[config.mk]
export PLATFORM = sky130hd
export DESIGN_NAME = psi_start_interlock
export DESIGN_NICKNAME = d
export VERILOG_FILES = /design/src/design/psi_pkg.sv /design/src/design/psi_start_interlock.sv
export VERILOG_INCLUDE_DIRS = /design/src /design/src/design
export SDC_FILE = /design/constraint.sdc
export NUM_CORES = 1
export LEC_CHECK = 0
export ABC_AREA = 1
export ABC_CLOCK_PERIOD_IN_PS = 2230
export BUFFER_PORTS_ARGS = -buffer_cell sky130_fd_sc_hd__clkbuf_2
export CAP_MARGIN = 10
export CORE_ASPECT_RATIO = 0.75
export CORE_MARGIN = 2
export CORE_UTILIZATION = 30
export CTS_BUF_LIST = sky130_fd_sc_hd__clkbuf_8
export CTS_CLUSTER_DIAMETER = 40
export DETAILED_ROUTE_END_ITERATION = 16
export GPL_ROUTABILITY_DRIVEN = 0
export PLACE_DENSITY = 0.48
export REMOVE_ABC_BUFFERS = 1
export SYNTH_ARGS = -nofsm -noshare
export SYNTH_HDL_FRONTEND = slang
export SYNTH_HIERARCHICAL = 1
export SYNTH_SLANG_ARGS = --single-unit
[constraint.sdc]
create_clock -name clk -period 2.23 [get_ports clk]
set_input_delay 0.1115 -clock clk [delete_from_list [all_inputs] [get_ports clk]]
set_output_delay 0.1115 -clock clk [all_outputs]
set_load 0.01 [all_outputs]
[src/design/psi_map.svh]
`ifndef PSI_MAP_SVH
`define PSI_MAP_SVH
`define PSI_ADDR_X_SPEED 10'h258
`define PSI_ADDR_Y_SPEED 10'h259
`define PSI_ADDR_X_POS_LO 10'h25a
`define PSI_ADDR_X_POS_HI 10'h25b
`define PSI_POS_MAX 32'h00f80000
`define PSI_REFRESH_NS 100000000
`define PSI_CLK_NS 25
`define PSI_REFRESH_CYC (`PSI_REFRESH_NS / `PSI_CLK_NS / 1000)
`define PSI_CHECK_CYC 4'h8
`endif

[src/design/psi_pkg.sv]
package psi_pkg;
  typedef enum logic [1:0] {
    PSI_IDLE = 2'b00,
    PSI_RUN = 2'b01,
    PSI_HOLD = 2'b10
  } psi_axis_e;
  typedef struct packed {
    psi_axis_e x_st;
    psi_axis_e y_st;
    logic x_busy;
    logic y_busy;
    logic x_comm;
    logic y_comm;
    logic [15:0] x_spd;
    logic [15:0] y_spd;
    logic [31:0] x_pos;
    logic [31:0] x_pos_buf;
    logic [16:0] refresh_cnt;
    logic [3:0] check_cnt;
    logic ready;
    logic ctrl_d;
    logic break_hold;
    logic [15:0] rdata;
    logic x_pos_dir;
  } psi_state_s;
endpackage : psi_pkg

[src/design/psi_start_interlock.sv]
`timescale 1ns/100ps
`include "psi_map.svh"

// One axis of the start interlock: the refusal checks and the speed clamp.
// Both axes use the same gate, so the two interlocks cannot drift apart.
module psi_axis_gate (
  input wire logic common_ok,
  input wire logic start,
  input wire logic busy,
  input wire logic stop_request,
  input wire logic commenced,
  input wire logic code_pending,
  input wire logic code_flag,
  input wire logic test_mode,
  input wire logic [15:0] req_speed,
  input wire logic [15:0] speed_limit,
  output logic ok,
  output logic [15:0] cmd
);
  // Level checks that hold in every mode, then those skipped in test mode.
  always_comb begin
    ok = common_ok && start && !busy && !stop_request;
    if (!test_mode) begin
      ok = ok && !commenced;
      // Both the live input and its published flag must be clear.
      ok = ok && !code_pending && !code_flag;
    end
  end

  // A request above the limit still runs, but at the limit speed.
  always_comb begin
    cmd = (req_speed > speed_limit) ? speed_limit : req_speed;
  end
endmodule : psi_axis_gate

module psi_start_interlock (
  input wire logic clk,
  input wire logic rst_n,
  input wire logic controller_ready_bit,
  input wire logic x_axis_stop_request,
  input wire logic y_axis_stop_request,
  input wire logic x_start,
  input wire logic y_start,
  input wire logic [15:0] x_req_speed,
  input wire logic [15:0] y_req_speed,
  input wire logic [15:0] speed_limit,
  input wire logic x_dir_neg,
  input wire logic x_move_done,
  input wire logic y_move_done,
  input wire logic x_pulse,
  input wire logic x_code_pending,
  input wire logic y_code_pending,
  input wire logic test_mode,
  input wire logic tool_break,
  input wire logic drive_ready,
  input wire logic ext_stop,
  input wire logic [9:0] buf_addr,
  input wire logic buf_rd,
  output logic [15:0] buf_rdata,
  output logic module_ready_flag,
  output logic x_axis_busy_flag,
  output logic y_axis_busy_flag,
  output logic x_axis_commenced_flag,
  output logic y_axis_commenced_flag,
  output logic x_axis_code_pending_flag,
  output logic y_axis_code_pending_flag
);
  psi_pkg::psi_state_s r;
  psi_pkg::psi_state_s next_r;
  logic [1:0] code_q;
  logic x_ok;
  logic y_ok;
  logic common_ok;
  logic [15:0] x_cmd;
  logic [15:0] y_cmd;

  // Start qualification shared by both axes.
  always_comb begin
    common_ok = drive_ready && !ext_stop && !r.break_hold;
    if (!test_mode) begin
      common_ok = common_ok && r.ready && controller_ready_bit;
    end
    common_ok = common_ok && (r.x_pos <= `PSI_POS_MAX) && !r.x_pos[31];
  end

  // Gate for the X axis, fed from the registered busy and commenced bits.
  psi_axis_gate u_x_gate (
    .common_ok(common_ok),
    .start(x_start),
    .busy(r.x_busy),
    .stop_request(x_axis_stop_request),
    .commenced(r.x_comm),
    .code_pending(x_code_pending),
    .code_flag(code_q[0]),
    .test_mode(test_mode),
    .req_speed(x_req_speed),
    .speed_limit(speed_limit),
    .ok(x_ok),
    .cmd(x_cmd)
  );

  // Gate for the Y axis; it shares the speed limit with the X axis.
  psi_axis_gate u_y_gate (
    .common_ok(common_ok),
    .start(y_start),
    .busy(r.y_busy),
    .stop_request(y_axis_stop_request),
    .commenced(r.y_comm),
    .code_pending(y_code_pending),
    .code_flag(code_q[1]),
    .test_mode(test_mode),
    .req_speed(y_req_speed),
    .speed_limit(speed_limit),
    .ok(y_ok),
    .cmd(y_cmd)
  );

  // Next-state computation for the whole block.
  always_comb begin
    next_r = r;
    next_r.ctrl_d = controller_ready_bit;
    if (controller_ready_bit && !r.ctrl_d) begin
      next_r.check_cnt = `PSI_CHECK_CYC;
      next_r.ready = 1'b0;
    end else if (r.check_cnt != 4'h0) begin
      next_r.check_cnt = r.check_cnt - 4'h1;
      next_r.ready = (r.check_cnt == 4'h1);
    end

    // A break holds every start off until both axes have come to rest.
    // The set wins over the release when both fall in one cycle.
    if (tool_break) begin
      next_r.break_hold = 1'b1;
    end else if (!r.x_busy && !r.y_busy) begin
      next_r.break_hold = 1'b0;
    end

    // Commenced follows the host's start level down, so a held start cannot restart outside test mode.
    if (!x_start) begin
      next_r.x_comm = 1'b0;
    end
    if (!y_start) begin
      next_r.y_comm = 1'b0;
    end

    // An accepted start wins over an end condition, which cannot both hold.
    // Busy ends on move done, a host stop or the external stop.
    if (x_ok) begin
      next_r.x_busy = 1'b1;
      next_r.x_comm = 1'b1;
      next_r.x_spd = x_cmd;
      next_r.x_st = psi_pkg::PSI_RUN;
    end else if (r.x_busy && (x_move_done || x_axis_stop_request || ext_stop)) begin
      next_r.x_busy = 1'b0;
      next_r.x_spd = 16'h0000;
      next_r.x_st = psi_pkg::PSI_IDLE;
    end
    if (y_ok) begin
      next_r.y_busy = 1'b1;
      next_r.y_comm = 1'b1;
      next_r.y_spd = y_cmd;
      next_r.y_st = psi_pkg::PSI_RUN;
    end else if (r.y_busy && (y_move_done || y_axis_stop_request || ext_stop)) begin
      next_r.y_busy = 1'b0;
      next_r.y_spd = 16'h0000;
      next_r.y_st = psi_pkg::PSI_IDLE;
    end

    // The live present value follows every count pulse from the pulse stage.
    if (x_pulse) begin
      next_r.x_pos = x_dir_neg ? r.x_pos - 32'h1 : r.x_pos + 32'h1;
    end
    // The buffer copy is refreshed on a fixed period, and every cycle while the axis is not busy.
    if (r.refresh_cnt == 17'h0 || !r.x_busy) begin
      next_r.refresh_cnt = 17'(`PSI_REFRESH_CYC - 1);
      next_r.x_pos_buf = r.x_pos;
    end else begin
      next_r.refresh_cnt = r.refresh_cnt - 17'h1;
    end
    // Buffer reads are answered one cycle after the request.
    case (buf_addr)
      `PSI_ADDR_X_SPEED: next_r.rdata = r.x_spd;
      `PSI_ADDR_Y_SPEED: next_r.rdata = r.y_spd;
      `PSI_ADDR_X_POS_LO: next_r.rdata = r.x_pos_buf[15:0];
      `PSI_ADDR_X_POS_HI: next_r.rdata = r.x_pos_buf[31:16];
      default: next_r.rdata = 16'h0000;
    endcase
    if (!buf_rd) begin
      next_r.rdata = r.rdata;
    end
    next_r.x_pos_dir = x_dir_neg;
  end


  // State register; power-on starts a parameter check.
  // The code-pending mirror is cleared in test mode, where the code is ignored.
  always_ff @(posedge clk) begin
    if (!rst_n) begin
      r <= '0;
      r.check_cnt <= `PSI_CHECK_CYC;
      r.refresh_cnt <= 17'(`PSI_REFRESH_CYC - 1);
      code_q <= 2'b00;
    end else begin
      r <= next_r;
      code_q <= test_mode ? 2'b00 : {y_code_pending, x_code_pending};
    end
  end

  assign buf_rdata = r.rdata;
  assign module_ready_flag = r.ready;
  assign x_axis_busy_flag = r.x_busy;
  assign y_axis_busy_flag = r.y_busy;
  assign x_axis_commenced_flag = r.x_comm;
  assign y_axis_commenced_flag = r.y_comm;
  assign x_axis_code_pending_flag = code_q[0];
  assign y_axis_code_pending_flag = code_q[1];
endmodule : psi_start_interlock

Word level (Yosys, flattened, before mapping)
Cells that the tools add are included.
Widths: inputs -> output; s select.
Operators by class
  add/sub/neg operators: 4
  $lt $le $gt $ge: 3
  reductions and logical operators: 49
  bitwise gates (word level): 1
  mux-type cells: 21
  eq/ne operators: 7
Operators by type and width (number)
  $mux 16: 6
  $pmux 16 s4: 1
  $eq 10x10->1 const B: 4
  $add 32x1->32 const B: 1
  $gt 16x16->1: 2
  $le 32x24->1 const B: 1
  $mux 32: 1
  $sub 32x1->32 const B: 1
  $logic_and 1x1->1: 22
  $logic_not 17->1: 1
  $sub 17x1->17 const B: 1
  $logic_not 1->1: 14
  $mux 1: 13
  $reduce_bool 2->1: 3
  $reduce_or 2->1: 3
  $logic_or 1x1->1: 5
  $eq 4x1->1 const B: 1
  $ne 2x1->1 const B: 2
  $reduce_bool 4->1: 1
  $sub 4x1->4 const B: 1
  $not 1->1: 1
Word-level totals
  bits of input ports: 76
  output and inout port bits: 23
  bits in registers: 142
  word-level logic and storage cells: 100

Depth between registers and ports, before layout
  depth after elaboration: 16
  gate-level depth with buffers: 17
  gate-level depth less buffers: 16

Cells and area by module
Netlist, hierarchy kept.
By module, submodules not included
  psi_start_interlock: area each 8368.0 sq um, sequential area each 2842.7 sq um, instances 1, cells an instance 1312
  psi_axis_gate: area each 688.2 sq um, sequential area each 0.0 sq um, instances 2, cells an instance 126

Worst setup path after synthesis
OpenSTA, ideal clock, no wires.
  kind: flip-flop to flip-flop
  start point: reg r[81] in the netlist's numbering
  end point: reg r[110] in the netlist's numbering
  buffers on the path: 2
  data arrival time: 1.946 ns
  library setup time: 0.132 ns
  data required time: 2.098 ns
  period minus slack after synthesis: 2.079 ns
  cell stages (with the launch flop): 12
  setup slack: 0.151 ns
  cell sequence: dfxtp_1 nor4_1 nand3_1 nand3b_1 a31oi_1 nand2_1 nor4_1 clkbuf_1 a21oi_2 clkbuf_1 nand2_1 a21oi_1
Between the ends
  word-level cells in the longest chain between the ends: 11
  elaborated cells on any way between the ends: 12
  classes of those cells: order compare (1); mux (2); reduce/logical (9)
Ends and longest elaborated chain
  start: declaration: line psi_start_interlock.sv:68  | psi_pkg::psi_state_s r;
  start signal: assignment: line psi_start_interlock.sv:204  | r <= next_r;
  $le 32x24->1 (no source line) *
  $logic_and 1x1->1 * (2 in series): line psi_start_interlock.sv:83  | common_ok = common_ok && (r.x_pos <= `PSI_POS_MAX) && !r.x_pos[31];
  net common_ok: line psi_start_interlock.sv:73  | logic common_ok;
  $logic_and 1x1->1 * (3 in series): line psi_start_interlock.sv:22  | ok = common_ok && start && !busy && !stop_request;
  $logic_and 1x1->1: line psi_start_interlock.sv:24  | ok = ok && !commenced;
  $logic_and 1x1->1 (2 in series): line psi_start_interlock.sv:26  | ok = ok && !code_pending && !code_flag;
  $mux 1 *: line psi_start_interlock.sv:23  | if (!test_mode) begin
  $mux 16 / $reduce_bool 2->1 (equally long branches)
The timed path passes the listed nets; every way through them passes the cells marked *.
A chain may end at the register's enable or synchronous reset.

Final worst setup path
  start point: reg r[89] in the netlist's numbering
  end point: reg r[122] in the netlist's numbering
Between the ends
  word-level cells in the longest chain between the ends: 11
  elaborated cells on any way between the ends: 12
  classes of those cells: order compare (1); mux (2); reduce/logical (9)
Ends and longest elaborated chain (line)
  $le 32x24->1 (no source line) *
  $logic_and 1x1->1 * (2 in series): psi_start_interlock.sv:83
  net common_ok: psi_start_interlock.sv:73
  $logic_and 1x1->1 * (3 in series): psi_start_interlock.sv:22
  $logic_and 1x1->1: psi_start_interlock.sv:24
  $logic_and 1x1->1 (2 in series): psi_start_interlock.sv:26
  $mux 1 *: psi_start_interlock.sv:23
  $mux 16 / $reduce_bool 2->1 (equally long branches)
Marked as above.

==> flow_summary.toml <==
[run_status]
status = "finished, violations left"
violations = "setup timing"

[pwr]
pwr_density_cell_nw_per_um2 = 596
ir_worst_vdd_mv = 0.436
power_mw = 6.99
p_leak_nw = 5.91

[cts]
cts.sinks = 142
numCtsBuffers = 17
cts_buffer_depth = 2
cts-root-buf = "clkbuf_8"
clkTransAtPathRegs_ns = 0.09
cts_max_level = 4
clk_latency_ns = 0.46
cts_tree = "done"

[critical_path]
crit_slowest_cell = "dfxtp_1"
crit_path_start_kind = "register"
required_ns = 2.56
worstPathMaxFanout = 7
worstSetupPathType = "reg -> reg"
path_cells = "nor3_1, nand3_1, nand3b_1, a31oi_4, nand2_2, nor4_4, buf_4, a21oi_4, clkbuf_16, nand2_1, a21oi_1"
crit_path_end_kind = "register"
arrival_ns = 2.62
cp_slowest_stage_delay_ns = 0.32

[sta]
rsz0062_at_grt = "yes"
finalSetupTns_ns = -0.539
setup_viol = 17
hold_violations = 0
fin_skew_ns = 0.0135
drv_slew = 0
max_slew_margin_pct = 58.2
fin_crit_ns = 2.29
max_freq_mhz = 438
worstMarginPinSlew_ns = 0.627
post-route-period-util_pct = 102
whs_ns = 0.0251
timing.final.ws_setup_ns = -0.0552

[final_layout]
stdcell_count = 2146
diodes = 0
layout-drive-gt1-share_pct = 14.7
fill_cells = 3546
multi_input_area_um2 = 5780
utilization_pct = 36.4
syn_to_final_growth_pct = 20.2
nets = 1835
seq_area_um2 = 2840
fin_area_um2 = 11700

[synth]
synth_cells = 1564
yosys_most_used_dff = "dfxtp_1"
synth_seq_cells = 142
yosys_warnings = 6
synth_area_um2 = 9740
synth_cell_types = 41
postSynthAreaPerCell_um2 = 6.23
async_reset_ff_share_pct = 0
synth_edf_count = 0
ys_seq_area_share_pct = 29.2

[route]
route.detailed.drc = 0
drt_iter0_markers = 618
first_pass_iters = 5
vias = 9970
viasPerCell = 4.65
wl_per_cell_um = 14.3
wirelength_um = 30600
ant_nets = 0

[floorplan]
start_util_pct = 30.3
rows = 57
fp.dieW_um = 212
core_um2 = 32200
die_h_um = 160
num_io_pins = 99
dieArea_um2 = 34000

[global_routing]
grt_pass1_vias = 9124
antenna_found_initial = 0
grt_max_degree = 38
track_usage_pct = 18.0
grt_pass1_wl_um = 48300
globalRouteOverflowTotal = 0

[place]
io_buffers = 98
dpl.hpwl_um = 24200
place_area_um2 = 10800
place_ws_ns = 0.0436
dp.cells = 2088

[min_path]
worstHoldPathType = "in -> reg"

[run]
drv_cap = 0
cell families after synthesis:
| family | Yosys count | synth area share [%] |
|---|---|---|
| buffers and inverters | 293 | 13.0 |
| AND/OR/NAND/NOR | 860 | 37.6 |
| flip-flops | 142 | 29.2 |
| adder cells (fa/ha/maj) | 68 | 8.81 |
| XOR/XNOR | 21 | 1.89 |
| AO/OA/AOI/OAI | 180 | 9.54 |
synthesized netlist by cell type, types with 4 or more instances:
master      n  share of area [%]
clkbuf_1   22               0.85
inv_2       4               0.15
nor2_1    177                6.8
inv_1     220                8.5
buf_4      19                1.5
nor4_1      9               0.58
xor2_1     17                1.5
nor3_1      8               0.41
buf_2      19               0.98
xnor2_1     4               0.36
nand2_2     5               0.32
ha_1       67                8.6
nand2_1   458                 18
nand4_1    24                1.5
o21ai_0    36                1.8
nor2_2      6               0.39
a21oi_1   107                5.5
dfxtp_1   142                 29
o21ai_1    26                1.3
nand3_1   154                7.9
sequential cells by signal, indices dropped and copies added, names as in the netlist:
register	cells
r	119
buf_rdata	16
code_q	2
module_ready_flag	1
x_axis_busy_flag	1
x_axis_commenced_flag	1
y_axis_busy_flag	1
y_axis_commenced_flag	1
power by group:
| group | internal (mW) | switching [mW] | total [mW] |
|---|---|---|---|
| logic | 0.681 | 1.16 | 1.84 |
| registers | 2.66 | 0.0939 | 2.75 |
| clock network | 1.36 | 1.03 | 2.39 |
| total | 4.70 | 2.28 | 6.99 |
cell type report:
type | count | share of cell area [%]
inverters | 225 | 7.21
multi-input cells | 1129 | 49.4
flip-flops and latches | 142 | 24.3
clock buffers | 22 | 2.59
repair buffers | 176 | 10.5
well taps | 442 | 4.72
clock inverters | 10 | 1.35
worst paths after layout:
path / from / to / slack (ns) / cells after the start
worst min register to register: r[24] / r[24] / 0.42 / 1
worst max register to register: r[89] / r[122] / -0.06 / 11
worst min-delay path: y_req_speed[2] / r[107] / 0.03 / 5
worst max-delay path: r[89] / r[122] / -0.06 / 11
layout by cell type (no fill, tap or decap), types with 8 or more instances in the layout:
cell type,count
nand3_1,152
nor2_1,172
o21ai_0,36
clkbuf_2,98
dlygate4sd3_1,19
nor2_2,11
xor2_1,17
dfxtp_1,141
nand2_1,447
a21oi_1,100
inv_1,220
nand4_1,24
o21ai_1,26
nor3_1,8
ha_1,67
nand2_2,16
clkbuf_8,22
buf_4,50
critical path, delay by kind of cell (launching register included):
family / cells / cell delay [ns]
simple gates: 6 / 1.08
compound gates: 3 / 0.36
flops: 1 / 0.32
buf+inv: 2 / 0.38
per-layer routing:
layer	part of all wire (%)	routed length [um]	global-route usage (%)
met5	0	0	0
met4	1.9	586	4.96
met2	39	11800	24.8
met3	3.9	1200	2.58
met1	56	17000	28.2
repair_timing:
action	in CTS	in global routing
endpoints found under the hold margin	17	0
setup buffers	0	4
endpoints found under the setup margin	0	44
hold buffers	19	0
gates resized for setup	0	36
(Power assumes the default switching activity.)
